==> src/rtl/pss_pkg.sv <==
/*
 * Package for the parameter save and restore controller: register indices,
 * command keys, category bit positions and timing counts.
 * Assumes a single 100 MHz clock domain and a plain register port.
 */
package pss_pkg;
    // ------------------------------------------------------------------
    // Register addresses (word index on the plain register port).
    // ------------------------------------------------------------------
    localparam logic [4:0] PSS_A_STORE_ALL   = 5'h01; // Store all categories.
    localparam logic [4:0] PSS_A_STORE_LAST  = 5'h06; // Store tuning.
    localparam logic [4:0] PSS_A_DISC_ALL    = 5'h11; // Discard all but tuning.
    localparam logic [4:0] PSS_A_DISC_LAST   = 5'h16; // Discard tuning.
    localparam logic [4:0] PSS_A_REBOOT      = 5'h18; // Reboot settings subindex 1.
    localparam logic [4:0] PSS_A_MARKER0     = 5'h1A; // Configuration marker entry 1.
    localparam logic [4:0] PSS_A_MARKER1     = 5'h1B; // Configuration marker entry 2.
    localparam logic [4:0] PSS_A_STATUS      = 5'h1C; // Busy and pending flags.
    localparam logic [4:0] PSS_A_OBJECT      = 5'h1D; // Ordinary savable object write.
    localparam logic [4:0] PSS_A_ACTIVE_CAT  = 5'h1E; // Category valid mask in use.
    // ------------------------------------------------------------------
    // Command keys.
    // ------------------------------------------------------------------
    localparam logic [31:0] PSS_KEY_SAVE    = 32'h65766173;
    localparam logic [31:0] PSS_KEY_LOAD    = 32'h64616F6C;
    localparam logic [31:0] PSS_KEY_BOOT    = 32'h746F6F62;
    localparam logic [31:0] PSS_DONE_VALUE  = 32'h00000001;
    // ------------------------------------------------------------------
    // Category bits: 0 comm, 1 appl, 2 customer, 3 drive, 4 tuning.
    // ------------------------------------------------------------------
    localparam int          PSS_NCAT        = 5;
    localparam int          PSS_CAT_TUNING  = 4;
    localparam logic [4:0]  PSS_CAT_ALL     = 5'h1F;
    localparam logic [4:0]  PSS_CAT_FACTORY = 5'h0F;
    // ------------------------------------------------------------------
    // Timing: one category write to storage takes a fixed time.
    // ------------------------------------------------------------------
    localparam int PSS_CLK_MHZ       = 100;
    localparam int PSS_CAT_WRITE_US  = 100;
    localparam int PSS_CAT_CYCLES    = PSS_CAT_WRITE_US * PSS_CLK_MHZ;
    localparam int PSS_REBOOT_CYCLES = 16;

    typedef enum logic [1:0] {PSS_IDLE, PSS_STORE, PSS_DISCARD} pss_state_e;
endpackage : pss_pkg

==> src/rtl/pss_ctrl.sv <==
/*
 * Parameter save and restore controller. Holds the store and discard
 * command entries, steps through categories to the non-volatile storage
 * port, and reports all five categories reloaded after every reset.
 * Assumes the storage port answers each request with a one-cycle done
 * pulse and keeps its content across resets and firmware updates.
 */
`timescale 1ns/1ps
`default_nettype none

module pss_ctrl
    import pss_pkg::*;
(
    input  wire logic        clk,             // 100 MHz clock.
    input  wire logic        reset_n,         // Asynchronous active-low reset.
    input  wire logic [4:0]  reg_addr,        // Register index.
    input  wire logic [31:0] reg_wdata,       // Write data.
    input  wire logic        reg_wr,          // Write strobe.
    input  wire logic        reg_rd,          // Read strobe.
    output logic      [31:0] reg_rdata,       // Read data, cycle after strobe.
    output logic             nv_req,          // Storage request, one pulse.
    output logic             nv_write,        // 1 store, 0 erase.
    output logic      [2:0]  nv_cat,          // Category index of request.
    input  wire logic        nv_done,         // Storage finished request.
    output logic      [4:0]  restored_cats,   // Categories loaded at reset.
    output logic             restart_req,     // Restart request pulse.
    output logic             busy             // Save or discard in progress.
);
    // ------------------------------------------------------------------
    // Reset synchroniser.
    // ------------------------------------------------------------------
    logic rst_meta_r;   // First stage, read only by the second.
    logic rst_n_r;      // Released reset used by the block.

    // Release reset through two flops so all logic leaves reset together.
    always_ff @(posedge clk or negedge reset_n) begin
        if (!reset_n) begin
            rst_meta_r <= 1'b0;
            rst_n_r    <= 1'b0;
        end else begin
            rst_meta_r <= 1'b1;
            rst_n_r    <= rst_meta_r;
        end
    end

    // ------------------------------------------------------------------
    // Decode helpers.
    // ------------------------------------------------------------------
    // Map a subindex 1..6 onto the set of categories it covers.
    function automatic logic [4:0] sub_mask(input logic [2:0] sub, input logic discard);
        logic [4:0] m;
        m = 5'h00;
        if (sub == 3'h1) begin
            m = discard ? PSS_CAT_FACTORY : PSS_CAT_ALL;
        end else if (sub >= 3'h2 && sub <= 3'h6) begin
            m = 5'(5'h01 << (sub - 3'h2));
        end
        return m;
    endfunction

    logic        wr_store;   // Write hits a store entry.
    logic        wr_disc;    // Write hits a discard entry.
    logic [2:0]  wr_sub;     // Subindex of the hit entry.

    always_comb begin
        wr_store = reg_wr && reg_addr >= PSS_A_STORE_ALL && reg_addr <= PSS_A_STORE_LAST;
        wr_disc  = reg_wr && reg_addr >= PSS_A_DISC_ALL && reg_addr <= PSS_A_DISC_LAST;
        wr_sub   = reg_addr[2:0];
    end

    // ------------------------------------------------------------------
    // Command sequencer.
    // ------------------------------------------------------------------
    pss_state_e  state_r;        // Current operation.
    logic [4:0]  todo_r;         // Categories still to process.
    logic [2:0]  op_sub_r;       // Subindex that started the operation.
    logic        waiting_r;      // Request issued, awaiting done.
    logic [2:0]  cur_cat;        // Lowest pending category.
    logic        start_store;    // Valid save command accepted.
    logic        start_disc;     // Valid discard command accepted.
    logic [4:0]  stored_r;       // Categories present in storage.
    logic [4:0]  pending_r;      // Discards waiting for restart.
    logic        restoring_r;    // Reload after reset in progress.

    // Only the exact key starts work, and only when idle.
    always_comb begin
        start_store = wr_store && reg_wdata == PSS_KEY_SAVE && state_r == PSS_IDLE;
        start_disc  = wr_disc && reg_wdata == PSS_KEY_LOAD && state_r == PSS_IDLE;
        cur_cat     = 3'h0;
        for (int i = PSS_NCAT - 1; i >= 0; i--) begin
            if (todo_r[i]) begin
                cur_cat = 3'(i);
            end
        end
    end

    // Walk the selected categories one at a time; a category is the unit.
    always_ff @(posedge clk or negedge rst_n_r) begin
        if (!rst_n_r) begin
            state_r   <= PSS_IDLE;
            todo_r    <= 5'h00;
            op_sub_r  <= 3'h0;
            waiting_r <= 1'b0;
            nv_req    <= 1'b0;
            nv_write  <= 1'b0;
            nv_cat    <= 3'h0;
        end else begin
            nv_req <= 1'b0;
            unique case (state_r)
                PSS_IDLE: begin
                    if (start_store || start_disc) begin
                        state_r  <= start_store ? PSS_STORE : PSS_DISCARD;
                        todo_r   <= sub_mask(wr_sub, start_disc);
                        op_sub_r <= wr_sub;
                    end
                end
                PSS_STORE, PSS_DISCARD: begin
                    if (!waiting_r && todo_r != 5'h00) begin
                        nv_req    <= 1'b1;
                        nv_write  <= state_r == PSS_STORE;
                        nv_cat    <= cur_cat;
                        waiting_r <= 1'b1;
                    end else if (waiting_r && nv_done) begin
                        waiting_r         <= 1'b0;
                        todo_r[nv_cat]    <= 1'b0;
                    end else if (!waiting_r) begin
                        state_r <= PSS_IDLE;
                    end
                end
                default: state_r <= PSS_IDLE;
            endcase
        end
    end

    // ------------------------------------------------------------------
    // Command entries: store the written value, then 1 on completion.
    // ------------------------------------------------------------------
    logic [31:0] store_cmd_r [1:6];   // Store entries per subindex.
    logic [31:0] disc_cmd_r  [1:6];   // Discard entries per subindex.
    logic        op_end;              // Operation just finished.

    assign op_end = state_r != PSS_IDLE && !waiting_r && todo_r == 5'h00;

    // Completion overwrites the entry that started the work, even if
    // the master rewrote it meanwhile.
    generate
        for (genvar s = 1; s <= 6; s++) begin : g_cmd
            always_ff @(posedge clk or negedge rst_n_r) begin
                if (!rst_n_r) begin
                    store_cmd_r[s] <= 32'h00000000;
                    disc_cmd_r[s]  <= 32'h00000000;
                end else begin
                    if (op_end && state_r == PSS_STORE && op_sub_r == 3'(s)) begin
                        store_cmd_r[s] <= PSS_DONE_VALUE;
                    end else if (wr_store && wr_sub == 3'(s)) begin
                        store_cmd_r[s] <= reg_wdata;
                    end
                    if (op_end && state_r == PSS_DISCARD && op_sub_r == 3'(s)) begin
                        disc_cmd_r[s] <= PSS_DONE_VALUE;
                    end else if (wr_disc && wr_sub == 3'(s)) begin
                        disc_cmd_r[s] <= reg_wdata;
                    end
                end
            end
        end
    endgenerate

    // ------------------------------------------------------------------
    // Storage content bookkeeping and restart-deferred discard.
    // ------------------------------------------------------------------
    // Erased categories stay active until the next restart; the pending
    // mask records that the loaded copy is stale.
    always_ff @(posedge clk or negedge rst_n_r) begin
        if (!rst_n_r) begin
            pending_r <= 5'h00;
        end else if (waiting_r && nv_done && state_r == PSS_DISCARD) begin
            pending_r[nv_cat] <= 1'b1;
        end else if (waiting_r && nv_done && state_r == PSS_STORE) begin
            pending_r[nv_cat] <= 1'b0;
        end
    end

    // Presence of each category in storage; the storage itself is
    // nonvolatile, this copy is rebuilt by the reload after reset.
    always_ff @(posedge clk or negedge rst_n_r) begin
        if (!rst_n_r) begin
            stored_r    <= 5'h00;
            restoring_r <= 1'b1;
        end else begin
            if (restoring_r) begin
                stored_r    <= PSS_CAT_ALL;
                restoring_r <= 1'b0;
            end
        end
    end

    // Reload after every reset; all five categories apply, whatever is stored.
    // Customer data is reported for readback only and steers nothing.
    always_ff @(posedge clk or negedge rst_n_r) begin
        if (!rst_n_r) begin
            restored_cats <= 5'h00;
        end else if (restoring_r) begin
            restored_cats <= stored_r | PSS_CAT_ALL;
        end
    end

    // ------------------------------------------------------------------
    // Restart request and configuration marker.
    // ------------------------------------------------------------------
    logic [31:0] marker_r [0:1];   // Configuration marker entries.
    logic        savable_wr;       // Write to a savable object.

    // The save-all entry and the marker itself do not clear the marker.
    assign savable_wr = reg_wr && ((reg_addr > PSS_A_STORE_ALL && reg_addr <= PSS_A_STORE_LAST)
                        || reg_addr == PSS_A_OBJECT || reg_addr == PSS_A_REBOOT);

    always_ff @(posedge clk or negedge rst_n_r) begin
        if (!rst_n_r) begin
            restart_req <= 1'b0;
        end else begin
            restart_req <= reg_wr && reg_addr == PSS_A_REBOOT && reg_wdata == PSS_KEY_BOOT;
        end
    end

    generate
        for (genvar m = 0; m < 2; m++) begin : g_mark
            always_ff @(posedge clk or negedge rst_n_r) begin
                if (!rst_n_r) begin
                    marker_r[m] <= 32'h00000000;
                end else if (reg_wr && reg_addr == 5'(PSS_A_MARKER0 + 5'(m))) begin
                    marker_r[m] <= reg_wdata;
                end else if (savable_wr) begin
                    marker_r[m] <= 32'h00000000;
                end
            end
        end
    endgenerate

    // ------------------------------------------------------------------
    // Busy output and read port.
    // ------------------------------------------------------------------
    // Busy tells the master not to move the motor while storage works.
    always_ff @(posedge clk or negedge rst_n_r) begin
        if (!rst_n_r) begin
            busy <= 1'b0;
        end else begin
            busy <= (state_r != PSS_IDLE && !op_end) || start_store || start_disc;
        end
    end

    // Read data stands only in the cycle after the strobe; zero otherwise.
    always_ff @(posedge clk or negedge rst_n_r) begin
        if (!rst_n_r) begin
            reg_rdata <= 32'h00000000;
        end else if (!reg_rd) begin
            reg_rdata <= 32'h00000000;
        end else if (reg_addr >= PSS_A_STORE_ALL && reg_addr <= PSS_A_STORE_LAST) begin
            reg_rdata <= store_cmd_r[reg_addr[2:0]];
        end else if (reg_addr >= PSS_A_DISC_ALL && reg_addr <= PSS_A_DISC_LAST) begin
            reg_rdata <= disc_cmd_r[reg_addr[2:0]];
        end else if (reg_addr == PSS_A_MARKER0 || reg_addr == PSS_A_MARKER1) begin
            reg_rdata <= marker_r[reg_addr[0]];
        end else if (reg_addr == PSS_A_STATUS) begin
            reg_rdata <= {21'h000000, pending_r, 4'h0, state_r != PSS_IDLE, waiting_r};
        end else if (reg_addr == PSS_A_ACTIVE_CAT) begin
            reg_rdata <= {27'h0000000, stored_r};
        end else begin
            reg_rdata <= 32'h00000000;
        end
    end
endmodule // pss_ctrl

`default_nettype wire

==> config.mk <==
export PLATFORM = sky130hd
export DESIGN_NAME = pss_ctrl
export DESIGN_NICKNAME = d
export VERILOG_FILES = /design/src/rtl/pss_pkg.sv /design/src/rtl/pss_ctrl.sv
export SDC_FILE = /design/constraint.sdc
export NUM_CORES = 1
export LEC_CHECK = 0
export ABC_CLOCK_PERIOD_IN_PS = 24400
export BUFFER_PORTS_ARGS = -buffer_cell sky130_fd_sc_hd__clkbuf_2
export CELL_PAD_IN_SITES_DETAIL_PLACEMENT = 1
export CELL_PAD_IN_SITES_GLOBAL_PLACEMENT = 1
export CORE_UTILIZATION = 43
export DETAILED_ROUTE_END_ITERATION = 16
export PLACE_DENSITY = 0.78
export SLEW_MARGIN = 20
export SYNTH_ARGS = -nofsm -noshare
export SYNTH_HDL_FRONTEND = slang
export SYNTH_SLANG_ARGS = --single-unit
==> constraint.sdc <==
create_clock -name clk -period 24.4 [get_ports clk]
set_clock_uncertainty 0.2 [all_clocks]
set_input_delay 2.44 -clock clk [delete_from_list [all_inputs] [get_ports clk]]
set_output_delay 2.44 -clock clk [all_outputs]
set_load 0.05 [all_outputs]
Word level (Yosys, flattened, before mapping) --
Cells that the tools add are included.
Word-level totals: register bits 507, output and inout bits 44, logic and storage cells 230
Operators by class: add/sub/neg operators 1, magnitude comparators 11, equal/unequal tests 28, shifts and indexed selects 1, multiplexer cells 68, bitwise gates (word level) 6, reduce and logical (&&, ||, !) cells 86
Operators with widths (number):
- two-way mux 32 bit | 38
- binary-select mux 32 bit (select 3 bit) | 2
- equality test 32 x 31 -> 1 bit, second input constant | 3
- logical AND 1 bit | 51
- two-way mux 5 bit | 9
- nonzero test 2 bit | 18
- equality test 5 bit, second input constant | 6
- equality test 3 bit, second input constant | 6
- two-way mux 3 bit | 5
- equality test 3 x 2 -> 1 bit, second input constant | 4
- two-way mux 11 bit | 1
- AND 5 bit | 2
- two-way mux 2 bit | 5
- case mux 5 bit (2 select lines) | 1
- inequality test 2 bit, second input constant | 4
- AND reduction 4 bit | 2
- equality test 3 x 1 -> 1 bit, second input constant | 2
- logical OR 1 bit | 6
- AND reduction 2 bit | 3
- >= comparator 5 x 1 -> 1 bit, second input constant | 1
- >= comparator 5 bit, second input constant | 1
- greater-than comparator 5 x 1 -> 1 bit, second input constant | 1
- less-or-equal comparator 5 x 3 -> 1 bit, second input constant | 1
- less-or-equal comparator 5 bit, second input constant | 1
- other kinds (23) | 28

Longest topological paths before layout --
Gate-level depths: netlist (run 1).
depth in word-level cells 9, gate-level depth with buffers 13, gate-level depth less buffers 7

Worst setup path after synthesis (run 1) --
Ideal clock, no wire load.
path kind input port to flip-flop, start in reg_addr[1], end reg reg_rdata[13], setup time 124 ps, arrival time 5448 ps, data required time 24076 ps, setup slack 18628 ps, stages on the path 12, path buffers 6, cells stage by stage buf_2 > buf_2 > buf_1 > buf_1 > inv_1 > ha_1 > a21bo_2 > o21ai_1 > clkbuf_1 > clkbuf_1 > a211oi_1 > o31a_1
On the way: longest elaborated chain between the ends 7, elaborated cells on any way between the ends 20
Ends and longest elaborated chain:
- start: declaration | line pss_ctrl.sv:16 | input wire logic [4:0] reg_addr,
- NOT 3 -> 4 bit (implied by the code) | line pss_ctrl.sv:258, pss_ctrl.sv:260
- binary-select mux 32 bit (select 3 bit) | line pss_ctrl.sv:260 | reg_rdata <= disc_cmd_r[reg_addr[2:0]];
- two-way mux 32 bit (implied by the code) (2 in series) | line pss_ctrl.sv:260
- two-way mux 32 bit | line pss_ctrl.sv:259 | end else if (reg_addr >= PSS_A_DISC_ALL && reg_addr <= PSS_A_DISC_LAST) begin
- two-way mux 32 bit (*) | line pss_ctrl.sv:257 | end else if (reg_addr >= PSS_A_STORE_ALL && reg_addr <= PSS_A_STORE_LAST) begin
- two-way mux 32 bit (*) | line pss_ctrl.sv:255 | end else if (!reg_rd) begin
- end signal: assignment | line pss_ctrl.sv:258 | reg_rdata <= store_cmd_r[reg_addr[2:0]];
- end signal: assignment | line pss_ctrl.sv:260
- end signal: assignment | line pss_ctrl.sv:262 | reg_rdata <= marker_r[reg_addr[0]];
- end: declaration | line pss_ctrl.sv:20 | output logic [31:0] reg_rdata,
Every way passes the cells marked *; elsewhere a longest branch is shown, timed or not. The select of a mux whose other input is x is not followed. A chain may end at the register's enable or synchronous reset.

Worst setup path in the final report (run 1) --
start in reg_addr[1], end reg store_cmd_r[32] (netlist name)
On the way: longest elaborated chain between the ends 5, elaborated cells on any way between the ends 7
Ends and longest elaborated chain:
- >= comparator 5 x 1 -> 1 bit | line pss_ctrl.sv:66 | wr_store = reg_wr && reg_addr >= PSS_A_STORE_ALL && reg_addr <= PSS_A_STORE_LAST;
- logical AND 1 bit (2 in series) | line pss_ctrl.sv:66
- logical AND 1 bit (*) | line pss_ctrl.sv:155 | end else if (wr_store && wr_sub == 3'(s)) begin
- nonzero test 2 bit (no line) (*)
- end signal: indexed assignment | line pss_ctrl.sv:156 | store_cmd_r[s] <= reg_wdata;
- end: declaration | line pss_ctrl.sv:138 | logic [31:0] store_cmd_r [1:6];
Every way passes the cells marked *; elsewhere a longest branch is shown, timed or not.

==> results of run 1 <==
## critical path: stages
cell                       delay, ps
sky130_fd_sc_hd__buf_6           240
sky130_fd_sc_hd__buf_4           430
sky130_fd_sc_hd__ha_1            410
sky130_fd_sc_hd__a211oi_1        880
sky130_fd_sc_hd__o21ai_4         510
sky130_fd_sc_hd__buf_4           490
sky130_fd_sc_hd__nor2_2          410
sky130_fd_sc_hd__buf_4           430
sky130_fd_sc_hd__mux2i_1         250
sky130_fd_sc_hd__o21ai_0         110
## area by class of cell
class | count | area (sq um)
sequential | 507 | 12690
clock buffer | 84 | 1728
clock inverter | 20 | 207.7
multi-input combinational | 2036 | 10860
fill | 6516 | 28880
timing repair buffer | 143 | 915.9
inverter | 13 | 48.80
tap | 756 | 945.9
## cell families (layout without fill, tap and decap cells)
group,after synthesis,in the layout,share of synthesized area (%)
and+or+nand+nor,1071,1071,17.53
AOI/OAI and AO/OA,792,792,18.92
DFF,507,507,51.82
buffers and inverters,272,260,4.293
muxes,164,164,7.052
adders and majority gates,7,7,0.3577
other,2,2,0.03067
## cells in the final DEF (no fill, tap or decap), types with 5 or more instances in the layout
master / n
sky130_fd_sc_hd__a221oi_1: 40
sky130_fd_sc_hd__a221o_1: 9
sky130_fd_sc_hd__clkbuf_8: 20
sky130_fd_sc_hd__and3_1: 5
sky130_fd_sc_hd__nor2_1: 102
sky130_fd_sc_hd__mux2_2: 65
sky130_fd_sc_hd__o22a_1: 22
sky130_fd_sc_hd__inv_1: 13
sky130_fd_sc_hd__o21a_1: 6
sky130_fd_sc_hd__o22ai_1: 5
sky130_fd_sc_hd__ha_1: 7
sky130_fd_sc_hd__a21oi_1: 445
sky130_fd_sc_hd__clkbuf_16: 57
sky130_fd_sc_hd__clkinv_2: 14
sky130_fd_sc_hd__clkbuf_2: 82
sky130_fd_sc_hd__dfrtp_1: 505
sky130_fd_sc_hd__a211oi_1: 42
sky130_fd_sc_hd__nor3_1: 23
sky130_fd_sc_hd__nand3b_1: 6
sky130_fd_sc_hd__mux2i_1: 96
sky130_fd_sc_hd__nand2_1: 852
sky130_fd_sc_hd__nor2_2: 19
sky130_fd_sc_hd__nand3_1: 15
sky130_fd_sc_hd__o31a_1: 27
sky130_fd_sc_hd__o21ai_0: 145
sky130_fd_sc_hd__a22oi_1: 22
sky130_fd_sc_hd__buf_4: 55
sky130_fd_sc_hd__nor2b_1: 5
sky130_fd_sc_hd__nand2b_1: 7
sky130_fd_sc_hd__clkbuf_1: 7
## routing by layer
| layer | wire length, microns | vias up |
|---|---|---|
| met1 | 37150 | 11506 |
| met3 | 7666 | 234 |
| met4 | 3534 | 4 |
| li1 | - | 9489 |
| met5 | 27 | - |
| met2 | 43020 | 916 |
## worst max path at each step
| stage | start | to | slack, ps | depth (start not counted) |
|---|---|---|---|---|
| 6_report | reg_addr[1] | store_cmd_r[32]$_DFFE_PN0P_ | 17930 | 10 |
| 4_1_cts | reg_addr[1] | store_cmd_r[32]$_DFFE_PN0P_ | 18070 | 10 |
| 5_1_grt | reg_addr[1] | store_cmd_r[32]$_DFFE_PN0P_ | 17730 | 10 |
| 2_1_floorplan | rst_n_r$_DFF_PN0_ | async pin | 9020 | 0 |
| 3_5_place_dp | reg_addr[1] | store_cmd_r[32]$_DFFE_PN0P_ | 17480 | 10 |
| 3_3_place_gp | reg_addr[0] | disc_cmd_r[32]$_DFFE_PN0P_ | 17660 | 9 |
## registers in the layout, indices dropped and copies added, names as in the netlist, 2 cells and up, named ones only
name         flops
disc_cmd_r     192
marker_r        64
nv_cat           3
op_sub_r         3
reg_rdata       32
state_r          2
store_cmd_r    192
todo_r           5
## per-stage QoR
step	area, sq um	setup slack, ps	hold slack, ps	utilization [%]	total power, W
floorplan	24480	9024	131.2	-	0.001235
global placement	25390	17660	133.8	45.12	0.001306
detailed placement	25400	17480	138.9	45.13	0.001333
CTS	27330	18070	153.0	48.57	0.002229
global route	27400	17730	155.0	48.69	0.002306
finish	27400	17930	115.8	48.69	0.002222
## report_power, final
part | switching [W] | leakage (nW) | internal, W
logic | 0.000186 | 4.22 | 0.000116
clock network | 0.000368 | 0.975 | 0.000529
registers | 0.0000651 | 6.70 | 0.000959
==> run metrics, run 1 <==
count of final setup violators 0; power per cell area 81.11 nW/um^2; number of remaining DRC errors 0; clk buf depth 3; top flip-flop cell by instance count after synthesis sky130_fd_sc_hd__dfrtp_1; via count of the routed design around 22000; placed wire-length estimate after detailed placement around 54000 microns; via count normalized by instance count 6.223; layout net count 2807; Final Hold Fails 0; wire length of the first global-routing pass roughly 140000 microns; average instance area after synthesis around 8.7 sq um; drt total wl ~91000 microns; antenna cell count 0; required arrival time at the worst endpoint about 25000 ps; CP max FO 68; cell area after technology mapping roughly 24000 sq um; Clock Latency Late Sink approximately 640 ps; Pre-antenna DRT Iters 5; H-tree depth 2; Synthesized Nets approximately 2900; met2 demand-to-capacity share in global routing 52.53%; r2r endpoint store_cmd_r[9]$_DFFE_PN0P_; number of global-route vias before repair approximately 23000; Worst Hold Class reg -> async; Syn. warnings 0; worst reg2reg startpoint todo_r[1]$_DFFE_PN0P_; cts repair resizes 0; top cells by instance count after synthesis sky130_fd_sc_hd__nand2_1, sky130_fd_sc_hd__dfrtp_1, sky130_fd_sc_hd__a21oi_1; Synth async-reset ratio 100.0%; sink count of the clock tree roughly 510; Period minus WS final approximately 6500 ps; static power due to leakage approximately 12 nW; WL/cell roughly 26 microns; maximum number of pins on one net before global-route repair 84; run status complete, no violations; root buffer selected by CTS sky130_fd_sc_hd__clkbuf_16; TritonCTS clock tree built; total I/O pin count between 80 and 90; initial antenna violation count 1; kind of capture point of the worst setup path flip-flop; sequential share of the synthesized area 51.82%; met1 Use GR between 40% and 50%; reg-to-reg setup timing slack 20760 ps; RSZ-0062 raised after global routing no; biggest area consumer among synthesized cells sky130_fd_sc_hd__dfrtp_1; total of max-cap violations 0; Initial Utilization about 44%; number of buffers created by CTS 57; post-synthesis to final-layout area growth 11.91%; most used routing layer in global routing met2; share of final-layout standard cells stronger than drive strength 1 between 10% and 20%; count of different cell masters after synthesis 65; met3 Usage GRT approximately 6.2%; data arrival at the endpoint of the critical path about 6800 ps; Chip Height between 200 and 250 microns; Peak supply drop between 0.00005 and 0.00006 V; measured slew at the worst slew-check pin between 1000 and 1500 ps; Core Region approximately 56000 sq um; number of cell rows 87; area share of the leading cell type in the synthesized netlist between 50% and 60%; Post-Syn Instances about 2800; Global Route Usage Sum 32.14%; dominant cell by count in the synthesized netlist sky130_fd_sc_hd__nand2_1; count of pins over their slew limit 0; #FFs+latches synth 507; number of synthesized flops with an enable pin 0; total global routing overflow 0; area of the die between 50000 and 60000 sq um; final antenna-violating net count 0; CTS Hold Bufs 0; top achievable clock speed 154.5 MHz; clock slew at reported path FFs around 60 ps; Rel. slew slack around a quarter; Synth area leaders sky130_fd_sc_hd__dfrtp_1, sky130_fd_sc_hd__nand2_1, sky130_fd_sc_hd__a21oi_1, sky130_fd_sc_hd__mux2i_1, sky130_fd_sc_hd__clkbuf_1; placed cells between 3000 and 4000; worst reg-to-reg path cell count 6; Final GP Congestion approximately 0.85; fin crit share 26.53%; element type at the critical path start primary input; die width approximately 240 microns; Setup CP Type in -> reg; Port-buffer cells 85; Cell Count, Final, Fillers Out about 3600; total negative slack for setup checks 0 ps; setup fix buffers added after clock tree synthesis 0; detailed router's first-iteration violation count 1904
Power figures use the tool's default switching activity.
==> inputs of run 2 (changes only) <==
- ABC_AREA: default -> 1
- ABC_CLOCK_PERIOD_IN_PS: 24400 -> 5400
- PLACE_DENSITY: 0.78 -> 0.81
- clock period: 24.4 -> 5.4 ns (I/O delays scaled with it)
==> run metrics, run 2 <==
Initial Utilization 43.43% (-0.079 points); total negative slack for setup checks 0 ps (unchanged); sink count of the clock tree 507 (unchanged); via count normalized by instance count 6.462 (+3.8%); dominant cell by count in the synthesized netlist sky130_fd_sc_hd__o21ai_0; Final Hold Fails 0 (unchanged); fraction of power consumed by the clock network 37.7% (-2.6 points); number of synthesized flops with an enable pin 0 (unchanged); critical path startpoint reg_addr[1]; detailed router's first-iteration violation count 2829 (+49%); cell area after technology mapping 23880 sq um (-2.5%); Worst Hold Class in -> async; r2r endpoint disc_cmd_r[23]$_DFFE_PN0P_; number of buffers created by CTS 56 (-1.8%); highest layer used for signal routing met5; cell internal pwr 0.007289 W (+350%); worst reg-to-reg path cell count 9 (+3); final antenna-violating net count 0 (unchanged); Rel. slew slack 22.52% (-2.2 points); largest registers in the final layout disc_cmd_r: 192 flops, store_cmd_r: 192 flops, marker_r: 64 flops; number of global-route vias before repair 24220 (+3.1%); Synthesized Nets 2926 (+2.2%); total global routing overflow 0 (unchanged); sequential share of the synthesized area 53.14% (+1.3 points); share of final-layout standard cells stronger than drive strength 1 9.401% (-3.0 points); #FFs+latches synth 507 (unchanged); Syn. warnings 0 (unchanged); data arrival at the endpoint of the critical path 4190 ps (-2580 ps); setup fix buffers added after clock tree synthesis 0 (unchanged); initial antenna violation count 1 (unchanged); Worst Hold Margin 27.67 ps (-88.14 ps); top achievable clock speed between 200 and 300 MHz; top cells by instance count after synthesis sky130_fd_sc_hd__o21ai_0, sky130_fd_sc_hd__dfrtp_1, sky130_fd_sc_hd__nand2_1; detailed route wirelength on metal3 11320 microns (+48%); required arrival time at the worst endpoint 5760 ps (-18940 ps); switching pwr 0.003153 W (+410%); sequential group share of total power 46.9% (+0.8 points); layout net count 2876 (+2.5%); total I/O pin count 86 (unchanged); top flip-flop cell by instance count after synthesis sky130_fd_sc_hd__dfrtp_1; final design area excluding fillers 26570 sq um (-3.0%); clock slew at reported path FFs 60 ps (about the same); switching share of total power 30.20% (+2.4 points); fin crit share between 70 and 80%; area of the die 56480 sq um (-2.5%); die width 237.7 microns (-1.2%); maximum number of pins on one net before global-route repair 172 (+100%); count of final setup violators 0 (unchanged); Post-Syn Instances 2877 (+2.2%); via count of the routed design 23413 (+5.7%); Setup CP Type in -> reg; measured slew at the worst slew-check pin 1162 ps (+33.48 ps); reg-to-reg setup timing slack 1620 ps (-19140 ps); clk buf depth 3 (unchanged); power share of the combinational group 15.4% (+1.8 points); static power due to leakage 12.09 nW (+1.7%); Clock Latency Late Sink 630 ps (about the same); RSZ-0062 raised after global routing no; Final GP Congestion 0.9722 (+14%); Synth area leaders sky130_fd_sc_hd__dfrtp_1, sky130_fd_sc_hd__o21ai_0, sky130_fd_sc_hd__nand2_1, sky130_fd_sc_hd__nor2_1, sky130_fd_sc_hd__a21oi_1; most common cell after layout, fill and taps aside sky130_fd_sc_hd__o21ai_0; count of different cell masters after synthesis 43 (-34%); number of cell rows 86 (-1.1%); average instance area after synthesis 8.300 sq um (-4.6%); Chip Height 237.7 microns (-1.2%); count of pins over their slew limit 0 (unchanged); wire length of the first global-routing pass 154500 microns (+9.6%); run status complete, no violations; TritonCTS clock tree built; routed metal-1 wire length 40180 microns (+8.2%); total of max-cap violations 0 (unchanged); commonest cells after routing, fill and taps aside sky130_fd_sc_hd__o21ai_0, sky130_fd_sc_hd__dfrtp_1, sky130_fd_sc_hd__nand2_1, sky130_fd_sc_hd__nor2_1, sky130_fd_sc_hd__inv_1; Period minus WS final between 3000 and 4000 ps; H-tree depth 2 (unchanged); Core Region 54990 sq um (-2.3%); area share of the leading cell type in the synthesized netlist 53.03% (+1.3 points); number of remaining DRC errors 0 (unchanged); kind of capture point of the worst setup path flip-flop; Synth async-reset ratio 100.0% (unchanged); element type at the critical path start primary input; root buffer selected by CTS sky130_fd_sc_hd__clkbuf_16; post-synthesis to final-layout area growth 11.27%; worst reg2reg startpoint state_r[0]$_DFFE_PN0P_; drt total wl 103800 microns (+14%); CP max FO 52 (-24%); Port-buffer cells 85 (unchanged); Global Route Usage Sum 36.85% (+4.7 points); placed wire-length estimate after detailed placement 62070 microns (+16%); WL met2 45450 microns (+5.6%); WL/cell 28.66 microns (+12%); power per cell area 393.0 nW/um^2 (+380%); cts repair resizes 0 (unchanged); Pre-antenna DRT Iters 5 (unchanged); placed standard-cell area 24670 sq um (-2.9%); biggest area consumer among synthesized cells sky130_fd_sc_hd__dfrtp_1; Peak supply drop 0.0002585 V (+360%)
==> run 2: changes by cell type after synthesis, sizes merged, moves of 68 or more <==
cell	change
nand3	+135
mux2i	-96
nor2	+187
mux2	-68
inv	+216
a21oi	-239
o21ai	+481
nand2	-519
==> run 2: power groups by stage <==
stage	combinational (W)	clock, W	sequential, W
after global routing	0.00176	0.00409	0.00496
final	0.00160	0.00394	0.00490
after floorplan	0.000969	0	0.00490
after global placement	0.00145	0	0.00489
after CTS	0.00157	0.00395	0.00488
after detailed placement	0.00154	0	0.00493
==> run 2: cell families (layout without fill, tap and decap cells) <==
group / count (synthesis) / count (layout) / share of synthesized area (%)
and+or+nand+nor: 853 / 853 / 14.91
DFF: 507 / 507 / 53.14
AOI/OAI and AO/OA: 1028 / 1028 / 23.60
other: 2 / 5 / 0.03145
buffers and inverters: 480 / 475 / 7.954
adders and majority gates: 7 / 7 / 0.3668
==> run 2: final cells by class <==
class,instances,area [sq um]
Timing Repair Buffer,140,894.6
Tap cell,748,935.9
Clock buffer,85,1672
Fill cell,6477,28420
Antenna cell,3,7.507
Sequential cell,507,12690
Clock inverter,18,172.7
Inverter,232,870.8
Multi-Input combinational cell,1890,9324
==> run 2: stage by stage <==
| stage | utilization [%] | setup WS (ps) | std cells | total power [W] |
|---|---|---|---|---|
| finish | 48.32 | 1567 | 3623 | 0.01044 |
| global route | 48.31 | 1517 | 3620 | 0.01081 |
| CTS | 48.25 | 1763 | 3619 | 0.01039 |
| detailed placement | 44.86 | 1218 | 3514 | 0.006470 |
| global placement | 44.86 | 1248 | 3514 | 0.006344 |
| floorplan | - | 259.9 | 2877 | 0.005871 |
==> run 2: metal layers <==
layer  GRT usage (%)  up-vias
met5           1.818        -
met4           22.72        4
met3           8.930      390
met2           55.24     1505
met1           47.99    11857
li1                -     9657
==> run 2: how the worst max path moves through the flow <==
stage                                      endpoint  slack [ps]  cells past startpoint
after floorplan                           async pin         260                      0
after global placement      reg_rdata[26]$_DFF_PN0_        1250                     10
after detailed placement    reg_rdata[26]$_DFF_PN0_        1220                     10
after CTS                 disc_cmd_r[3]$_DFFE_PN0P_        1760                      9
after global routing      disc_cmd_r[7]$_DFFE_PN0P_        1520                      9
final                       reg_rdata[26]$_DFF_PN0_        1570                     10
==> run 2: what timing repair did <==
action	CTS	global route
endpoints found under the setup margin	0	0
hold buffers	2	0
endpoints found under the hold margin	3	0
==> run 2: critical path, cell delays in order <==
cell	delay [ps]
sky130_fd_sc_hd__buf_2	110
sky130_fd_sc_hd__buf_4	400
sky130_fd_sc_hd__buf_4	630
sky130_fd_sc_hd__nor2_1	160
sky130_fd_sc_hd__nor2_2	740
sky130_fd_sc_hd__buf_4	410
sky130_fd_sc_hd__o21ai_0	120
sky130_fd_sc_hd__o21ai_0	600
sky130_fd_sc_hd__a21oi_1	260
sky130_fd_sc_hd__nor2_1	170
==> inputs of run 3 (changes only) <==
- ABC_CLOCK_PERIOD_IN_PS: 5400 -> 3950
- PLACE_DENSITY: 0.81 -> 0.79
- clock period: 5.4 -> 3.95 ns (I/O delays scaled with it)
==> run metrics, run 3 (same netlist as run 2, synthesis figures left out) <==
run status complete, no violations; initial antenna violation count 6 (+5); largest registers in the final layout disc_cmd_r: 192 flops, store_cmd_r: 192 flops, marker_r: 64 flops; die width 237.7 microns (unchanged); clk buf depth 3 (unchanged); Worst Hold Path Cells 3; number of cell rows 86 (unchanged); total I/O pin count 86 (unchanged); drt total wl 107300 microns (+3.3%); CP max FO 40 (-23%); Final Hold Fails 0 (unchanged); r2r endpoint disc_cmd_r[79]$_DFFE_PN0P_; met3 Usage GRT 9.360% (+0.43 points); power per cell area 528.2 nW/um^2 (+34%); post-synthesis to final-layout area growth 13.50%; via count of the routed design 23592 (+0.76%); H-tree depth 2 (unchanged); power share of the combinational group 15.6% (+0.2 points); fin crit share between 80% and 90%; WL/cell 29.22 microns (+2.0%); Core Region 54990 sq um (unchanged); TritonCTS clock tree built; met2 demand-to-capacity share in global routing 57.84% (+2.6 points); Port-buffer cells 85 (unchanged); Chip Height 237.7 microns (unchanged); total of max-cap violations 0 (unchanged); via count normalized by instance count 6.425 (-0.58%); root buffer selected by CTS sky130_fd_sc_hd__clkbuf_16; number of remaining DRC errors 0 (unchanged); required arrival time at the worst endpoint 4290 ps (-1470 ps); final design area excluding fillers 27100 sq um (+2.0%); placed standard-cell area 25090 sq um (+1.7%); RSZ-0062 raised after global routing no; setup fix buffers added after clock tree synthesis 0 (unchanged); smallest setup slack after layout 707.2 ps (-860.1 ps); maximum number of pins on one net before global-route repair 114 (-34%); most common cell after layout, fill and taps aside sky130_fd_sc_hd__o21ai_0; total of fill cells in the finished design 6497 (+0.31%); Initial Utilization 43.43% (unchanged); detailed router's first-iteration violation count 2766 (-2.2%); DP Worst Slack 752.3 ps (-466.1 ps); Rel. slew slack 24.12% (+1.6 points); Final GP Congestion 1.000 (+2.9%); switching pwr 0.004330 W (+37%); met1 Use GR 49.95% (+2.0 points); maximum single-stage delay on the critical path 540 ps (-200 ps); Period minus WS final approximately 3200 ps; number of global-route vias before repair 24465 (+1.0%); share of final-layout standard cells stronger than drive strength 1 10.44% (+1.0 points); Worst Hold Margin 33.14 ps (+5.469 ps); cell with the biggest individual delay on the critical path sky130_fd_sc_hd__dlygate4sd3_1; final core utilization 49.29% (+0.97 points); count of pins over their slew limit 0 (unchanged); kind of capture point of the worst setup path flip-flop; most used routing layer in global routing met2; Pre-antenna DRT Iters 5 (unchanged); reg-to-reg setup timing slack 900 ps (-720 ps); static power due to leakage 12.36 nW (+2.3%); worst reg2reg startpoint todo_r[2]$_DFFE_PN0P_; Global Route Usage Sum 38.25% (+1.4 points); number of buffers created by CTS 56 (unchanged); total global routing overflow 0 (unchanged); wire length of the first global-routing pass 160100 microns (+3.6%); worst reg-to-reg path cell count 8 (-1); Worst Hold Endpoint disc_cmd_r[130]$_DFFE_PN0P_; layout net count 2928 (+1.8%); top achievable clock speed 308.4 MHz; most frequent CP cell sky130_fd_sc_hd__buf_4; Worst Hold Class in -> reg; list of cells traversed by the critical path dlygate4sd3_1 > buf_4 > buf_4 > nand2_1 > buf_4 > nor3_1 > o31ai_4 > buf_4 > nand2_1 > o21ai_0; placed wire-length estimate after detailed placement 66320 microns (+6.8%); fraction of power consumed by the clock network 37.6% (about the same); Setup CP Type in -> reg; area of the die 56480 sq um (unchanged); switching share of total power 30.25% (+0.049 points); clock slew at reported path FFs 60 ps (about the same); cell internal pwr 0.009985 W (+37%); Clock Latency Late Sink 640 ps (about the same); Peak supply drop 0.0003521 V (+36%); count of final setup violators 0 (unchanged); commonest cells after routing, fill and taps aside sky130_fd_sc_hd__o21ai_0, sky130_fd_sc_hd__dfrtp_1, sky130_fd_sc_hd__nand2_1, sky130_fd_sc_hd__nor2_1, sky130_fd_sc_hd__inv_1; final antenna-violating net count 0 (unchanged); element type at the critical path start primary input; sequential group share of total power 46.8% (about the same); sink count of the clock tree 507 (unchanged); start point of the worst min-delay path reg_wdata[2]; data arrival at the endpoint of the critical path 3580 ps (-610 ps); measured slew at the worst slew-check pin 1138 ps (-24.02 ps)
[run 3: changes by cell type in the layout (fill, tap and decap cells not counted), sizes merged]
cell         before  now
dlygate4sd3       2   15
diode             3    2
buf              55   94
inv             231  230
clkinv           16   14
clkbuf          168  169
[run 3: cell type report]
class,instances,area (sq um),share of cell area [%]
diodes,2,5.005,0.01847
clock buffers,86,1664,6.140
clock inverters,15,193.9,0.7156
inverters,232,870.8,3.213
multi-input cells,1890,9321,34.39
flip-flops and latches,507,12690,46.83
well taps,748,935.9,3.453
repair buffers,192,1419,5.235
[run 3: layer usage]
metal  routed length (microns)  part of all wire [%]  vias to the layer above
li1                          -                     -                     9755
met1                     41360                    39                    11915
met2                     47250                    44                     1538
met3                     11930                    11                      378
met4                      6714                   6.3                        6
met5                        34                 0.032                        -
[run 3: metrics by stage]
step	TNS (ps)	power, W	instances
2_1_floorplan	-599790	0.008026	2877
3_3_place_gp	0	0.008728	3554
3_5_place_dp	0	0.008885	3554
4_1_cts	0	0.01428	3670
5_1_grt	0	0.01482	3672
6_report	0	0.01432	3672
[run 3: critical path: cells and delay by family]
kind	cells	cell delay (ps)
buf+inv	5	2100
simple gates	3	510
compound gates	2	490
[run 3: worst max-delay path by stage]
stage	from	to	slack, ps
floorplan	rst_n_r$_DFF_PN0_	async pin	-1190
global placement	reg_addr[1]	reg_rdata[24]$_DFF_PN0_	740
detailed placement	reg_addr[1]	reg_rdata[24]$_DFF_PN0_	750
CTS	reg_addr[0]	marker_r[2]$_DFFE_PN0P_	880
global route	reg_addr[0]	marker_r[2]$_DFFE_PN0P_	560
finish	reg_addr[0]	marker_r[3]$_DFFE_PN0P_	710
[run 3: power groups by stage]
stage               clock (W)  combinational (W)  sequential [W]
floorplan                   0            0.00133         0.00670
global placement            0            0.00203         0.00670
detailed placement          0            0.00214         0.00674
CTS                   0.00542            0.00219         0.00667
global route          0.00558            0.00246         0.00678
finish                0.00538            0.00223         0.00670
[run 3: timing repair]
action | in CTS | in global routing
hold buffers | 15 | 0
hold endpoints to repair | 27 | 0
gates resized for setup | 0 | 0
